--- src/hdl/cvs_pkg.sv ---
// Constants for the charge voltage and current setpoint register bank.
package cvs_pkg;
   // Command codes of the registers.
   localparam logic [7:0]  CMD_CHARGE_OPTION     = 8'h12;
   localparam logic [7:0]  CMD_CHARGE_CURRENT    = 8'h14;
   localparam logic [7:0]  CMD_MAX_CHARGE_VOLT   = 8'h15;
   localparam logic [7:0]  CMD_MIN_SYSTEM_VOLT   = 8'h3e;
   // Field layouts.
   localparam int          LDO_EN_BIT            = 2;
   localparam logic [15:0] ICHG_FIELD_MASK       = 16'h1fc0;
   localparam logic [15:0] ICHG_INVALID_MASK     = 16'he000;
   localparam logic [15:0] VCHG_FIELD_MASK       = 16'h7ff0;
   localparam logic [15:0] VCHG_INVALID_MASK     = 16'h8000;
   localparam logic [15:0] VSYS_FIELD_MASK       = 16'h3f00;
   localparam logic [15:0] VSYS_INVALID_MASK     = 16'hc000;
   // Legal ranges in mV.
   localparam logic [15:0] VCHG_MIN_MV           = 16'h0400;
   localparam logic [15:0] VCHG_MAX_MV           = 16'h4b00;
   localparam logic [15:0] VSYS_MIN_MV           = 16'h0400;
   localparam logic [15:0] VSYS_MAX_MV           = 16'h3f00;
   // Reset values.
   localparam logic [15:0] ICHG_RESET            = 16'h0000;
   localparam logic        LDO_EN_RESET          = 1'b1;
   // Defaults by cell count, in mV.
   localparam logic [15:0] VCHG_DEF_1S           = 16'h1060;
   localparam logic [15:0] VCHG_DEF_2S           = 16'h20d0;
   localparam logic [15:0] VCHG_DEF_3S           = 16'h3130;
   localparam logic [15:0] VCHG_DEF_4S           = 16'h41a0;
   localparam logic [15:0] VSYS_DEF_1S           = 16'h0e00;
   localparam logic [15:0] VSYS_DEF_2S           = 16'h1800;
   localparam logic [15:0] VSYS_DEF_3S           = 16'h2400;
   localparam logic [15:0] VSYS_DEF_4S           = 16'h3000;
   // Charge clamps in mA and thresholds in mV.
   localparam logic [15:0] PRECHG_CLAMP_MA       = 16'h0180;
   localparam logic [15:0] LDO_FAST_CLAMP_MA     = 16'h07d0;
   localparam logic [15:0] ONE_CELL_PRECHG_MV    = 16'h0bb8;
   // Strap codes and settle count after reset.
   localparam logic [2:0]  STRAP_ABSENT          = 3'h0;
   localparam logic [2:0]  STRAP_ONE_CELL        = 3'h1;
   localparam logic [2:0]  STRAP_TWO_CELL        = 3'h2;
   localparam logic [2:0]  STRAP_THREE_CELL      = 3'h3;
   localparam logic [2:0]  STRAP_FOUR_CELL       = 3'h4;
   localparam logic [1:0]  STRAP_SETTLE_CYCLES   = 2'h3;
endpackage : cvs_pkg

--- src/hdl/cvs_setpoints.sv ---
// Charge current, charge voltage and minimum system voltage setpoint registers.
`timescale 1ns/1ps

// Function
// RL1: Charge-current bit 7 weighs 128 mA, bit 6 64 mA; bits 5-0 ignored.
// RL2: Charge-current bits 12-8 weigh 4096 to 256 mA; bits 15-13 set invalidates write.
// RL3: Battery removal on the strap clears the charge-current setting.
// RL4: Linear regulation mode during pre-charge, enabled by a config bit resetting to one.
// RL5: Two to four cells: regulate at minimum system voltage, pre-charge clamp 384 mA.
// RL6: One cell: pre-charge ends at 3 V, pre-charge clamp 384 mA.
// RL7: One cell between 3 V and minimum system voltage: linear mode, 2 A clamp.
// RL8: Charge voltage covers 1.024 V to 19.200 V in 16 mV steps.
// RL9: Charge-voltage writes outside 1.024 V to 19.200 V are discarded.
// RL10: Charge-voltage power-on default 4192, 8400, 12592 or 16800 mV by cell count.
// RL11: With power good, a current write starts charging at once.
// RL12: Host writes charge voltage before current when cell voltage is not 4.2 V.
// RL13: Writing zero to charge voltage restores its default and zeroes charge current.
// RL14: Charge-voltage field is bits 14-4, binary from 16384 mV to 16 mV.
// RL15: Charge-voltage write with bit 15 set is invalid.
// RL16: Charge-voltage bits 3-0 never affect the setpoint.
// RL17: Minimum system voltage spans 1.024 V to 16.128 V in 256 mV steps.
// RL18: Minimum system voltage writes outside range are ignored.
// RL19: Minimum system voltage default 3.584, 6.144, 9.216 or 12.288 V by cells.
// RL20: Minimum system voltage field is bits 13-8, 8192 to 256 mV; bits 7-0 ignored.
// RL21: Strap is sampled after reset and selects both voltage defaults.
module cvs_setpoints (
   // Clock and reset.
   input  wire logic        i_mclk,
   input  wire logic        i_resetn,
   // Register command port.
   input  wire logic        i_reg_wr,
   input  wire logic        i_reg_rd,
   input  wire logic [7:0]  i_reg_cmd,
   input  wire logic [15:0] i_reg_wdata,
   output logic      [15:0] o_reg_rdata,
   // Pins.
   input  wire logic [2:0]  i_cell_count_battery_present_strap,
   input  wire logic        i_input_power_good,
   // Analog loop side.
   input  wire logic [15:0] i_battery_voltage_mv,
   output logic      [15:0] o_charge_current_ma,
   output logic      [15:0] o_max_charge_voltage_mv,
   output logic      [15:0] o_min_system_voltage_mv,
   output logic             o_charge_enable,
   output logic             o_precharge,
   output logic             o_linear_regulation_mode
);

   typedef enum logic [1:0] {ST_SETTLE, ST_LOAD, ST_RUN} cvs_init_e;

   cvs_init_e   init_state_ff;
   logic [1:0]  settle_cnt_ff;
   logic [2:0]  strap_s1_ff, strap_s2_ff, strap_s3_ff;
   logic [2:0]  strap_ff;
   logic [2:0]  cells_ff;
   logic        pg_s1_ff, pg_s2_ff, pg_s3_ff, pg_ff;
   logic [15:0] ichg_ff, vchg_ff, vsys_ff;
   logic        ldo_en_ff;
   logic        charge_en_ff;
   logic [15:0] rdata_ff;
   logic [15:0] ichg_out_ff;
   logic        precharge_ff, linear_ff;
   logic [15:0] vchg_def, vsys_def;
   logic [15:0] vchg_wr, vsys_wr;
   logic        wr_ichg, wr_vchg, wr_vsys, wr_opt;
   logic        ichg_ok, vchg_zero, vchg_ok, vsys_ok;
   logic        battery_removed;
   logic        one_cell;
   logic [15:0] nxt_ichg_out;
   logic        nxt_precharge, nxt_linear;

   // Pin synchronisers; a change counts once stages two and three agree.
   always_ff @(posedge i_mclk) begin
      if (!i_resetn) begin
         strap_s1_ff <= 3'h0;
         strap_s2_ff <= 3'h0;
         strap_s3_ff <= 3'h0;
         pg_s1_ff    <= 1'b0;
         pg_s2_ff    <= 1'b0;
         pg_s3_ff    <= 1'b0;
      end else begin
         strap_s1_ff <= i_cell_count_battery_present_strap;
         strap_s2_ff <= strap_s1_ff;
         strap_s3_ff <= strap_s2_ff;
         pg_s1_ff    <= i_input_power_good;
         pg_s2_ff    <= pg_s1_ff;
         pg_s3_ff    <= pg_s2_ff;
      end
   end

   always_ff @(posedge i_mclk) begin
      if (!i_resetn) begin
         strap_ff <= cvs_pkg::STRAP_ABSENT;
         pg_ff    <= 1'b0;
      end else begin
         if (strap_s2_ff == strap_s3_ff) begin
            strap_ff <= strap_s3_ff;
         end
         if (pg_s2_ff == pg_s3_ff) begin
            pg_ff <= pg_s3_ff;
         end
      end
   end

   // Battery removal is the filtered strap going to the absent code.
   assign battery_removed = (init_state_ff == ST_RUN) && (strap_ff == cvs_pkg::STRAP_ABSENT);

   // RL21: strap capture after reset.
   always_ff @(posedge i_mclk) begin
      if (!i_resetn) begin
         init_state_ff <= ST_SETTLE;
         settle_cnt_ff <= 2'h0;
         cells_ff      <= cvs_pkg::STRAP_ONE_CELL;
      end else begin
         case (init_state_ff)
            ST_SETTLE: begin
               settle_cnt_ff <= settle_cnt_ff + 2'h1;
               if (settle_cnt_ff == cvs_pkg::STRAP_SETTLE_CYCLES) begin
                  init_state_ff <= ST_LOAD;
               end
            end
            ST_LOAD: begin
               cells_ff      <= strap_ff;
               init_state_ff <= ST_RUN;
            end
            ST_RUN: begin
               init_state_ff <= ST_RUN;
            end
            default: begin
               init_state_ff <= ST_SETTLE;
            end
         endcase
      end
   end

   // RL10: charge voltage default by cells.
   // RL19: system voltage default by cells.
   always_comb begin
      case (init_state_ff == ST_LOAD ? strap_ff : cells_ff)
         cvs_pkg::STRAP_TWO_CELL: begin
            vchg_def = cvs_pkg::VCHG_DEF_2S;
            vsys_def = cvs_pkg::VSYS_DEF_2S;
         end
         cvs_pkg::STRAP_THREE_CELL: begin
            vchg_def = cvs_pkg::VCHG_DEF_3S;
            vsys_def = cvs_pkg::VSYS_DEF_3S;
         end
         cvs_pkg::STRAP_FOUR_CELL: begin
            vchg_def = cvs_pkg::VCHG_DEF_4S;
            vsys_def = cvs_pkg::VSYS_DEF_4S;
         end
         default: begin
            vchg_def = cvs_pkg::VCHG_DEF_1S;
            vsys_def = cvs_pkg::VSYS_DEF_1S;
         end
      endcase
   end

   assign wr_ichg = i_reg_wr && (i_reg_cmd == cvs_pkg::CMD_CHARGE_CURRENT);
   assign wr_vchg = i_reg_wr && (i_reg_cmd == cvs_pkg::CMD_MAX_CHARGE_VOLT);
   assign wr_vsys = i_reg_wr && (i_reg_cmd == cvs_pkg::CMD_MIN_SYSTEM_VOLT);
   assign wr_opt  = i_reg_wr && (i_reg_cmd == cvs_pkg::CMD_CHARGE_OPTION);

   // RL16: low reserved bits dropped.
   assign vchg_wr   = i_reg_wdata & cvs_pkg::VCHG_FIELD_MASK;
   assign vsys_wr   = i_reg_wdata & cvs_pkg::VSYS_FIELD_MASK;
   // RL2: upper current bits invalidate.
   assign ichg_ok   = (i_reg_wdata & cvs_pkg::ICHG_INVALID_MASK) == 16'h0000;
   // RL15: reserved bit 15 invalidates.
   assign vchg_zero = ((i_reg_wdata & cvs_pkg::VCHG_INVALID_MASK) == 16'h0000) && (vchg_wr == 16'h0000);
   // RL9: range check on charge voltage.
   assign vchg_ok   = ((i_reg_wdata & cvs_pkg::VCHG_INVALID_MASK) == 16'h0000)
                      && (vchg_wr >= cvs_pkg::VCHG_MIN_MV) && (vchg_wr <= cvs_pkg::VCHG_MAX_MV);
   // RL18: range check on system voltage.
   assign vsys_ok   = ((i_reg_wdata & cvs_pkg::VSYS_INVALID_MASK) == 16'h0000)
                      && (vsys_wr >= cvs_pkg::VSYS_MIN_MV) && (vsys_wr <= cvs_pkg::VSYS_MAX_MV);

   // RL1: charge current field kept.
   always_ff @(posedge i_mclk) begin
      if (!i_resetn) begin
         ichg_ff <= cvs_pkg::ICHG_RESET;
      end else if (battery_removed || (wr_vchg && vchg_zero)) begin
         // RL3: removal clears current.
         // RL13: zero voltage write clears current.
         ichg_ff <= cvs_pkg::ICHG_RESET;
      end else if (wr_ichg && ichg_ok) begin
         ichg_ff <= i_reg_wdata & cvs_pkg::ICHG_FIELD_MASK;
      end
   end

   // RL8: charge voltage register.
   // RL14: field is bits 14-4.
   always_ff @(posedge i_mclk) begin
      if (!i_resetn) begin
         vchg_ff <= cvs_pkg::VCHG_DEF_1S;
      end else if (init_state_ff == ST_LOAD || (wr_vchg && vchg_zero)) begin
         vchg_ff <= vchg_def;
      end else if (wr_vchg && vchg_ok) begin
         vchg_ff <= vchg_wr;
      end
   end

   // RL17: system voltage register.
   // RL20: field is bits 13-8.
   always_ff @(posedge i_mclk) begin
      if (!i_resetn) begin
         vsys_ff <= cvs_pkg::VSYS_DEF_1S;
      end else if (init_state_ff == ST_LOAD) begin
         vsys_ff <= vsys_def;
      end else if (wr_vsys && vsys_ok) begin
         vsys_ff <= vsys_wr;
      end
   end

   // RL4: linear mode enable bit.
   always_ff @(posedge i_mclk) begin
      if (!i_resetn) begin
         ldo_en_ff <= cvs_pkg::LDO_EN_RESET;
      end else if (wr_opt) begin
         ldo_en_ff <= i_reg_wdata[cvs_pkg::LDO_EN_BIT];
      end
   end

   // RL11: current write starts charging.
   // RL12: no voltage write needed first.
   always_ff @(posedge i_mclk) begin
      if (!i_resetn) begin
         charge_en_ff <= 1'b0;
      end else if (!pg_ff || battery_removed || (wr_vchg && vchg_zero)) begin
         charge_en_ff <= 1'b0;
      end else if (wr_ichg && ichg_ok) begin
         charge_en_ff <= (i_reg_wdata & cvs_pkg::ICHG_FIELD_MASK) != 16'h0000;
      end
   end

   assign one_cell = (cells_ff == cvs_pkg::STRAP_ONE_CELL);

   // Pre-charge phase, linear mode and current clamp.
   always_comb begin
      nxt_ichg_out = ichg_ff;
      nxt_linear   = 1'b0;
      // RL6: one cell pre-charge below 3 V.
      // RL5: multi-cell pre-charge below system minimum.
      if (one_cell) begin
         nxt_precharge = i_battery_voltage_mv < cvs_pkg::ONE_CELL_PRECHG_MV;
      end else begin
         nxt_precharge = i_battery_voltage_mv < vsys_ff;
      end
      if (ldo_en_ff && (i_battery_voltage_mv < vsys_ff)) begin
         nxt_linear = 1'b1;
      end
      if (nxt_precharge && (ichg_ff > cvs_pkg::PRECHG_CLAMP_MA)) begin
         nxt_ichg_out = cvs_pkg::PRECHG_CLAMP_MA;
      end else if (!nxt_precharge && nxt_linear && one_cell && (ichg_ff > cvs_pkg::LDO_FAST_CLAMP_MA)) begin
         // RL7: one cell fast charge clamp.
         nxt_ichg_out = cvs_pkg::LDO_FAST_CLAMP_MA;
      end
      if (!charge_en_ff) begin
         nxt_ichg_out = 16'h0000;
      end
   end

   always_ff @(posedge i_mclk) begin
      if (!i_resetn) begin
         ichg_out_ff  <= 16'h0000;
         precharge_ff <= 1'b0;
         linear_ff    <= 1'b0;
      end else begin
         ichg_out_ff  <= nxt_ichg_out;
         precharge_ff <= nxt_precharge;
         linear_ff    <= nxt_linear;
      end
   end

   // Read data is captured on the read strobe; unmapped codes read zero.
   always_ff @(posedge i_mclk) begin
      if (!i_resetn) begin
         rdata_ff <= 16'h0000;
      end else if (i_reg_rd) begin
         case (i_reg_cmd)
            cvs_pkg::CMD_CHARGE_CURRENT:  rdata_ff <= ichg_ff;
            cvs_pkg::CMD_MAX_CHARGE_VOLT: rdata_ff <= vchg_ff;
            cvs_pkg::CMD_MIN_SYSTEM_VOLT: rdata_ff <= vsys_ff;
            cvs_pkg::CMD_CHARGE_OPTION:   rdata_ff <= {13'h0, ldo_en_ff, 2'h0};
            default:                      rdata_ff <= 16'h0000;
         endcase
      end
   end

   assign o_reg_rdata              = rdata_ff;
   assign o_charge_current_ma      = ichg_out_ff;
   assign o_max_charge_voltage_mv  = vchg_ff;
   assign o_min_system_voltage_mv  = vsys_ff;
   assign o_charge_enable          = charge_en_ff;
   assign o_precharge              = precharge_ff;
   assign o_linear_regulation_mode = linear_ff;
endmodule // cvs_setpoints

--- config.mk ---
export PLATFORM = sky130hd
export DESIGN_NAME = cvs_setpoints
export DESIGN_NICKNAME = d
export VERILOG_FILES = /design/src/hdl/cvs_pkg.sv /design/src/hdl/cvs_setpoints.sv
export SDC_FILE = /design/constraint.sdc
export NUM_CORES = 1
export LEC_CHECK = 0
export ABC_AREA = 1
export BUFFER_PORTS_ARGS = -buffer_cell sky130_fd_sc_hd__buf_2
export CORE_ASPECT_RATIO = 1.5
export CORE_MARGIN = 8
export CORE_UTILIZATION = 42
export CTS_BUF_LIST = sky130_fd_sc_hd__clkbuf_16
export DETAILED_ROUTE_END_ITERATION = 12
export HOLD_SLACK_MARGIN = 0.08
export PLACE_DENSITY = 0.68
export SYNTH_ARGS = -nofsm -noshare
export SYNTH_HDL_FRONTEND = slang
export SYNTH_SLANG_ARGS = --single-unit
--- constraint.sdc ---
create_clock -name i_mclk -period 1.8 [get_ports i_mclk]
set_input_delay 0.36 -clock i_mclk [delete_from_list [all_inputs] [get_ports i_mclk]]
set_output_delay 0.36 -clock i_mclk [all_outputs]
set_load 0.005 [all_outputs]
## Word level (Yosys, flattened, before mapping)

Cells that the tools add are included.

| storage, ports and cells | value |
|---|---|
| register bits | 90 |
| logic and storage cells | 101 |

| operators by class | value |
|---|---|
| reduce and logical (&&, ||, !) cells | 40 |
| order comparisons | 8 |
| bitwise logic cells | 2 |
| eq/ne operators | 14 |
| muxes and demuxes | 14 |
| add/subtract/negate cells | 1 |

Operators with widths:

| operator | number |
|---|---|
| logical NOT 16 bit | 4 |
| two-way mux 16 bit | 4 |
| one-hot mux 16 bit (4 select lines) | 1 |
| one-hot mux 15 bit (3 select lines) | 1 |
| one-hot mux 14 bit (3 select lines) | 1 |
| equality test 8 x 5 -> 1 bit, second input constant | 3 |
| logical AND 1 bit | 19 |
| less-than comparator 16 x 12 -> 1 bit, second input constant | 1 |
| less-than comparator 16 bit | 1 |
| nonzero test 16 bit | 1 |
| >= comparator 15 x 11 -> 1 bit, second input constant | 1 |
| <= comparator 15 bit, second input constant | 1 |
| >= comparator 14 x 11 -> 1 bit, second input constant | 1 |
| <= comparator 14 bit, second input constant | 1 |
| > comparator 13 x 11 -> 1 bit, second input constant | 1 |
| > comparator 13 x 9 -> 1 bit, second input constant | 1 |
| two-way mux 11 bit | 1 |
| two-way mux 9 bit | 1 |
| equality test 8 x 6 -> 1 bit, second input constant | 1 |
| equality test 3 x 2 -> 1 bit, second input constant | 2 |
| OR reduction 2 bit | 3 |
| equality test 2 bit, second input constant | 2 |
| logical OR 1 bit | 4 |
| one-hot mux 2 bit (2 select lines) | 1 |
| 18 further kinds | 22 |

## Logic depth before layout (Yosys ltp)

Gate-level depths: netlist of run 1.

| logic depth | value |
|---|---|
| depth after elaboration | 8 |
| mapped depth | 14 |
| mapped depth without buffers | 14 |

## Worst setup path after synthesis of run 1

No wires, ideal clock.

| timing | value |
|---|---|
| path type | register to register |
| start | reg init_state_ff[1] |
| end | reg vchg_ff[12], in the netlist o_max_charge_voltage_mv[12] |
| setup time | 0.130 ns |
| stages on the path, launching flop included | 13 |
| path buffers | 1 |
| data arrival time | 1.479 ns |
| setup slack | 0.191 ns |
| path through | dfxtp_1 -> inv_1 -> ha_1 -> buf_4 -> nand2_1 -> o21ai_2 -> inv_1 -> nand3_1 -> and2_1 -> nand2_1 -> o21ai_0 -> nand2_1 -> nand3_1 |

| between the ends | value |
|---|---|
| cells in the longest elaborated chain, start to end | 5 |
| elaborated cells between the ends (all ways) | 9 |
| classes of those cells | eq/ne (4); mux (3); reduce/logical (2) |

RTL lines:

| element | RTL line | source |
|---|---|---|
| from (decl) | cvs_setpoints.sv:51 | `cvs_init_e init_state_ff;` |
| from (signal assigned) | cvs_setpoints.sv:111 | `init_state_ff <= ST_SETTLE;` |
| from (signal assigned) | cvs_setpoints.sv:119 | `init_state_ff <= ST_LOAD;` |
| from (signal assigned) | cvs_setpoints.sv:124 | `init_state_ff <= ST_RUN;` |
| equality test 2 x 1 -> 1 bit (*) | cvs_setpoints.sv:139, cvs_setpoints.sv:196 |  |
| two-way mux 3 bit | - |  |
| equality test 3 bit / equality test 3 x 2 -> 1 bit (equally long branches) | cvs_setpoints.sv:139 | `case (init_state_ff == ST_LOAD ? strap_ff : cells_ff)` |
| one-hot mux 15 bit (3 select lines) | cvs_setpoints.sv:139 |  |
| two-way mux 16 bit | cvs_setpoints.sv:196 | `end else if (init_state_ff == ST_LOAD \|\| (wr_vchg && vchg_zero)) begin` |
| to (signal assigned) | cvs_setpoints.sv:195 | `vchg_ff <= cvs_pkg::VCHG_DEF_1S;` |
| to (signal assigned) | cvs_setpoints.sv:197 | `vchg_ff <= vchg_def;` |
| to (signal assigned) | cvs_setpoints.sv:199 | `vchg_ff <= vchg_wr;` |
| to (decl) | cvs_setpoints.sv:57 | `logic [15:0] ichg_ff, vchg_ff, vsys_ff;` |

Every way passes the cells marked *; elsewhere a longest branch is shown, timed or not.
A chain may end at the register's enable or synchronous reset.

## Final worst setup path of run 1

Ends and elaborated chain as after synthesis.

==> metrics.txt, run 1 <==
gr usage total 0.171; M1 WL 3640 um; initial DRC count 202; via count 3,360; Initial Utilization 0.425; worst setup path category flip-flop to flip-flop; period utilisation layout 0.919; DIE AREA 11,700 sq um; DP Worst Slack 0.0324 ns; Final TNS setup 0 ns; largest net degree at the start of global routing 37; Worst EP arrival 1.87 ns; GRT overflow 0; top_reg_cell synth dfxtp_1; status finished, final reports clean; Seq cells post-synth 71; Syn. warnings 0; Seq/Total Area, Yosys 0.402; placed insts 688; met3 wire len 695 um; Cell Area, Synth 3530 sq um; finished layout cell area 4510 sq um; Die Wd 90.9 um; RR Startpoint init_state_ff[1]; CTS sink cnt 71; final setup margin 0.146 ns; static leakage 2.28 nW; max-slew violation count 0; # diodes 0; first-pass GRT wire length 15,800 um; Pwr per Cell Area 1240 nW/um^2; share of cells above drive strength 1 0.263; fmax 604 MHz; Min-Delay Startpoint i_input_power_good; vias in the first global route 3,396; asr flop ratio synth 0; clock slew at reported path FFs 0.06 ns; commonest non-fill, non-tap cells in the layout 101 x nand2_1, 81 x buf_2, 69 x dfxtp_1, 62 x inv_1, 49 x nor2_1; Filler cells 837; Max Clock Skew 0.00735 ns; required time worst endpoint 2.02 ns; final setup fails 0; CTS tree yes; post-DP HPWL 7760 um; Post-DRT Antenna Nets 0; Critical Path End Type flip-flop; Netlist cell types 41; Mapped Avg Cell Area 7.30 sq um; drt drc 0; root buffer cell clkbuf_16; Num CTS Buffers 9; Hold/Removal Path Class primary input to flip-flop; Non-Filler Instances 704; row count 41; area growth from synthesis to layout 27.6%; Longest Clk Path Bufs 2; routed vias/inst 4.77; gpl congestion 0.951; DP Area 4120 sq um; Syn Inst Count 484; Fin. Hold Viols 0; Max FO, Critical Path 7; number of H-tree levels 3; CP Launch Point init_state_ff[1]; Total Power 0.00561 W; WL final 9870 um; worst skew pair latency 0.34 ns; wire length on met2 5140 um; core area 8310 sq um; leading cell type in the layout, fill and taps excluded nand2_1; DR pass1 iterations 4; top sig layer met4; Worst Setup Start Kind flip-flop; Layout Nets 650; antenna violations before repair 0; postcts setup bufs 0; max-cap violations 0; IR Drop Worst-Case VDD 1200 uV; I/O Pins 115; WL/cell 14.0 um; Post-synth EDFFs 0; Final min period 1.65 ns; Die Ht 128 um; I/O Buffers 81
==> metrics by stage <==
stage | utilization | hold WS, ns
after CTS | 0.536 | 0.194
after detailed placement | 0.495 | 0.399
after global routing | 0.542 | 0.202
after floorplan | - | 0.390
after global placement | 0.495 | 0.394
final | 0.542 | 0.207
==> critical path, stage by stage (launching register included) <==
cell and delay [ns]:
dfxtp_1 0.31, inv_1 0.10, ha_4 0.19, inv_2 0.04
nand2_1 0.06, nand2_1 0.06, inv_1 0.14, nand3_2 0.13
and2_1 0.19, nand2_1 0.08, o21ai_0 0.11, nand2_1 0.08
nand3_1 0.06
==> power by group <==
part | total, W | switching (W) | internal (W)
clock network | 0.00201 | 0.000663 | 0.00134
registers | 0.00195 | 0.000158 | 0.00179
logic | 0.00165 | 0.000964 | 0.000689
==> registers in the layout, indices dropped and copies added, names as in the netlist, 2 cells and up <==
register and flops:
cells_ff 3, ichg_ff 7, init_state_ff 2, o_charge_current_ma 8, o_max_charge_voltage_mv 11, o_min_system_voltage_mv 6, o_reg_rdata 12, settle_cnt_ff 2
strap_ff 3, strap_s1_ff 3, strap_s2_ff 3, strap_s3_ff 3
==> final cells by class <==
class                   count  area, sq um  area share
multi-input cells         331         1740       0.386
clock inverters             7          110      0.0244
flip-flops and latches     71         1420       0.316
repair buffers            107          601       0.133
well taps                 107          134      0.0297
clock buffers               9          225      0.0500
inverters                  72          274      0.0608
==> path summary, 6_finish.rpt <==
path	depth (start not counted)	slack, ns	to
setup reg to reg	12	0.15	o_max_charge_voltage_mv[12]
hold reg to reg	2	0.42	pg_s2_ff
setup / recovery	12	0.15	o_max_charge_voltage_mv[12]
hold / removal	3	0.21	pg_s1_ff
==> cell usage after synthesis, types with 2 or more instances <==
| cell type | instances | area (sq um) |
|---|---|---|
| nand2_1 | 105 | 394 |
| dfxtp_1 | 71 | 1420 |
| inv_1 | 65 | 244 |
| nor2_1 | 49 | 184 |
| buf_4 | 28 | 210 |
| a21oi_1 | 27 | 135 |
| o21ai_0 | 26 | 130 |
| nand3_1 | 23 | 115 |
| ha_1 | 10 | 125 |
| nand3b_1 | 8 | 60.1 |
| nor3_1 | 8 | 40.0 |
| a211oi_1 | 7 | 52.6 |
| clkbuf_1 | 7 | 26.3 |
| nand4_1 | 6 | 37.5 |
| inv_2 | 4 | 15.0 |
| o211ai_1 | 4 | 30.0 |
| o221ai_1 | 4 | 35.0 |
| nand2_2 | 2 | 12.5 |
| nand2_4 | 2 | 22.5 |
| nand3_2 | 2 | 20.0 |
| nor3_2 | 2 | 20.0 |
| o21ai_1 | 2 | 10.0 |
| o21ai_2 | 2 | 17.5 |
| or2_2 | 2 | 12.5 |
| xor2_1 | 2 | 17.5 |
==> layer usage <==
metal | GRT usage | up-vias
met1 | 0.158 | 1523
met4 | 0.102 | 0
met5 | 0 | -
li1 | - | 1716
met2 | 0.314 | 99
met3 | 0.0659 | 22
==> repair_timing <==
action | 4_1_cts | 5_1_grt
hold buffers | 0 | 0
setup endpoints to repair | 0 | 19
resized for setup | 0 | 15
==> cell families after synthesis <==
kind of cell,after synthesis,share of synthesized area
DFF,71,0.402
xor gates and xnor gates,3,0.00744
other,1,0.00106
and+or+nand+nor,215,0.279
buffers and inverters,108,0.148
AOI/OAI and AO/OA,76,0.127
adders and majority gates,10,0.0354
No activity file was read; power rests on OpenSTA's default activity.
==> run 2, diff against run 1 <==
Settings changed: ABC_AREA 1 to 0, PLACE_DENSITY 0.68 to 0.69.
==> run 2 against run 1 <==
  * Global-route usage up 0.43 points
  * Power down 14%
  * Via count down 9.2%
  * Critical endpoint is now o_charge_current_ma[11]
  * Largest power group unchanged
==> metrics.txt, run 2 <==
WL final 9610 um (-2.6%); most frequent cells after synthesis 71 x dfxtp_1, 33 x mux2i_1, 28 x buf_4, 28 x nand2_1, 25 x nor2_1; share of cells above drive strength 1 0.302 (+0.0387); Post-DRT Antenna Nets 0 (unchanged); Netlist cell types 57 (+39%); root buffer cell clkbuf_16; Slowest-stage cell, CP dfxtp_1; DP Area 4030 sq um (-2.2%); first-pass GRT wire length 14,900 um (-6.0%); CTS tree yes; Total Power 0.00483 W (-14%); Num CTS Buffers 9 (unchanged); Worst path top cell family by delay compound AO/OA/AOI/OAI gates; post-synthesis xor/xnor area fraction 0.0103 (+0.00287); CTS sink cnt 71 (unchanged); Die Ht 126 um (-1.7%); period utilisation layout 0.940 (+0.0213); Max Clock Skew 0.00577 ns (-0.00158 ns); leading cell type in the layout, fill and taps excluded buf_2; Hold/Removal Path Class primary input to flip-flop; count leader, synth dfxtp_1; IR Drop Worst-Case VDD 539 uV (-55%); post-synthesis simple-gate area fraction 0.203 (-0.0765); vias in the first global route 3,134 (-7.7%); Max FO, Critical Path 6 (-1); worst skew pair latency 0.33 ns (about the same); worst setup path category flip-flop to flip-flop; RSZ-0062 raised after global routing yes; number of buffers and inverters on the critical path 2 (-1); Syn Inst Count 364 (-25%); antenna violations before repair 0 (unchanged); Largest stage delay, worst path 0.33 ns (+0.02 ns); core area 7960 sq um (-4.2%); Worst-Margin Slew 0.515 ns; Syn. warnings 0 (unchanged); Pwr per Cell Area 1090 nW/um^2 (-12%); Seq/Total Area, Yosys 0.418 (+0.0160); gpl congestion 0.859 (-9.7%); max-cap violations 0 (unchanged); initial DRC count 180 (-11%); Cell Area, Synth 3400 sq um (-3.8%); Worst EP arrival 1.92 ns (+0.05 ns); required time worst endpoint 2.02 ns (about the same); routed vias/inst 5.18 (+8.5%); top_reg_cell synth dfxtp_1; number of H-tree levels 3 (unchanged); Post-CTS Hold Fix Bufs 0 (unchanged); main combinational cell family by area after synthesis simple AND/OR/NAND/NOR gates; Initial Utilization 0.427 (+0.00187); I/O Pins 115 (unchanged); Final min period 1.69 ns (+0.0384 ns); # diodes 0 (unchanged); I/O Buffers 81 (unchanged); Max-slew headroom 0.655; max reg flops 12 (unchanged); compound-gate portion of the synthesized area 0.146 (+0.0187); Post-synth EDFFs 0 (unchanged); via count 3,051 (-9.2%); drt drc 0 (unchanged); Mapped Avg Cell Area 9.34 sq um (+28%); Worst Setup Start Kind flip-flop; Critical Path End Type flip-flop; finished layout cell area 4410 sq um (-2.1%); Layout Nets 537 (-17%); GRT overflow 0 (unchanged); asr flop ratio synth 0 (unchanged); status finished, final reports clean; largest area contributor in the netlist dfxtp_1; largest cells by area after synthesis dfxtp_1 42%, mux2i_1 9.7%, buf_4 6.2%; Seq cells post-synth 71 (unchanged); area growth from synthesis to layout 29.9%; final setup fails 0 (unchanged); area share of the largest cell type after synthesis 0.418 (+0.0160); Adder-Cell Fraction of Synth Area 0.0368 (+0.00141); clock slew at reported path FFs 0.06 ns (about the same); DR pass1 iterations 4 (unchanged); DIE AREA 11,300 sq um (-3.3%); post-layout util 0.555 (+0.0121); commonest non-fill, non-tap cells in the layout 81 x buf_2, 71 x dfxtp_1, 34 x buf_4, 33 x mux2i_1, 28 x nand2_1; Filler cells 731 (-13%); post-DP HPWL 7550 um (-2.6%); gr usage total 0.175 (+0.00427); post-synthesis mux area share 0.0972 (+0.0972); worst-path cell chain inv_1, ha_4, a211oi_2, o21ai_2, a21oi_2, nor3_2, buf_4, and3b_1; WL/cell 16.3 um (+16%); Fin. Hold Viols 0 (unchanged); largest net degree at the start of global routing 24 (-35%); static leakage 2.16 nW (-5.3%); Longest Clk Path Bufs 2 (unchanged); row count 40 (-2.4%); Die Wd 89.4 um (-1.6%); fmax 591 MHz (-2.3%); max-slew violation count 0 (unchanged)
run 2: changes by cell type after synthesis, sizes merged, moves of 13 or more:
cell and delta:
nand3 -13, inv -58, nor2 -26, mux2i +33
and2 +13, nand2 -81
run 2: cells by family (layout without fill, tap and decap cells):
| kind of cell | Yosys count | count (layout) |
|---|---|---|
| compound gates | 75 | 75 |
| xor+xnor | 4 | 4 |
| fa+ha+maj | 10 | 10 |
| buf+inv | 49 | 143 |
| flops | 71 | 71 |
| mux | 33 | 33 |
| other cells | 1 | 27 |
| simple gates | 121 | 121 |
run 2: report_power, final:
part	switching [W]	leakage (nW)	internal (W)
Sequential	0.0000937	0.576	0.00171
Clock	0.000655	0.160	0.00134
Combinational	0.000543	1.43	0.000485
Total	0.00129	2.16	0.00353
run 2: final cells by class:
class | count | area [sq um] | share of cell area
multi-input cells | 270 | 1820 | 0.412
flip-flops and latches | 71 | 1420 | 0.322
well taps | 105 | 131 | 0.0298
clock buffers | 9 | 225 | 0.0510
repair buffers | 115 | 661 | 0.150
clock inverters | 7 | 113 | 0.0255
inverters | 12 | 45.0 | 0.0102
run 2: per-stage QoR:
stage | std cells | hold WS [ns] | setup TNS, ns | worst slack (ns)
floorplan | 390 | 0.412 | 0 | 0.0958
global placement | 572 | 0.413 | -2.43 | -0.156
detailed placement | 572 | 0.421 | -4.10 | -0.228
CTS | 589 | 0.218 | 0 | 0.00512
global route | 589 | 0.238 | -0.0222 | -0.0222
finish | 589 | 0.227 | 0 | 0.107
run 2: worst register-to-register path: stages, from the launching register on:
cell      delay [ns]
dfxtp_1         0.33
inv_1           0.07
ha_4            0.22
a211oi_2        0.24
o21ai_2         0.13
a21oi_2         0.22
nor3_2          0.06
buf_4           0.16
and3b_1         0.16
run 2: repair_timing:
item	CTS	global route
setup buffers	1	0
setup endpoints to repair	9	12
resized for setup	3	7
cloned	0	0
pin swaps	1	2
run 2: routing by layer:
layer | track usage | vias up | routed length [um]
li1 | - | 1472 | -
met1 | 0.161 | 1432 | 3190
met2 | 0.313 | 112 | 5200
met3 | 0.0456 | 35 | 739
met4 | 0.134 | 0 | 482
met5 | 0 | - | 0
run 2: worst paths after layout:
path | from | end | slack, ns | cells past startpoint
setup / recovery | o_min_system_voltage_mv[10] | o_charge_current_ma[11] | 0.11 | 8
hold / removal | i_input_power_good | pg_s1_ff | 0.23 | 2
hold reg to reg | strap_s1_ff[1] | strap_s2_ff[1] | 0.43 | 1
setup reg to reg | o_min_system_voltage_mv[10] | o_charge_current_ma[11] | 0.11 | 8
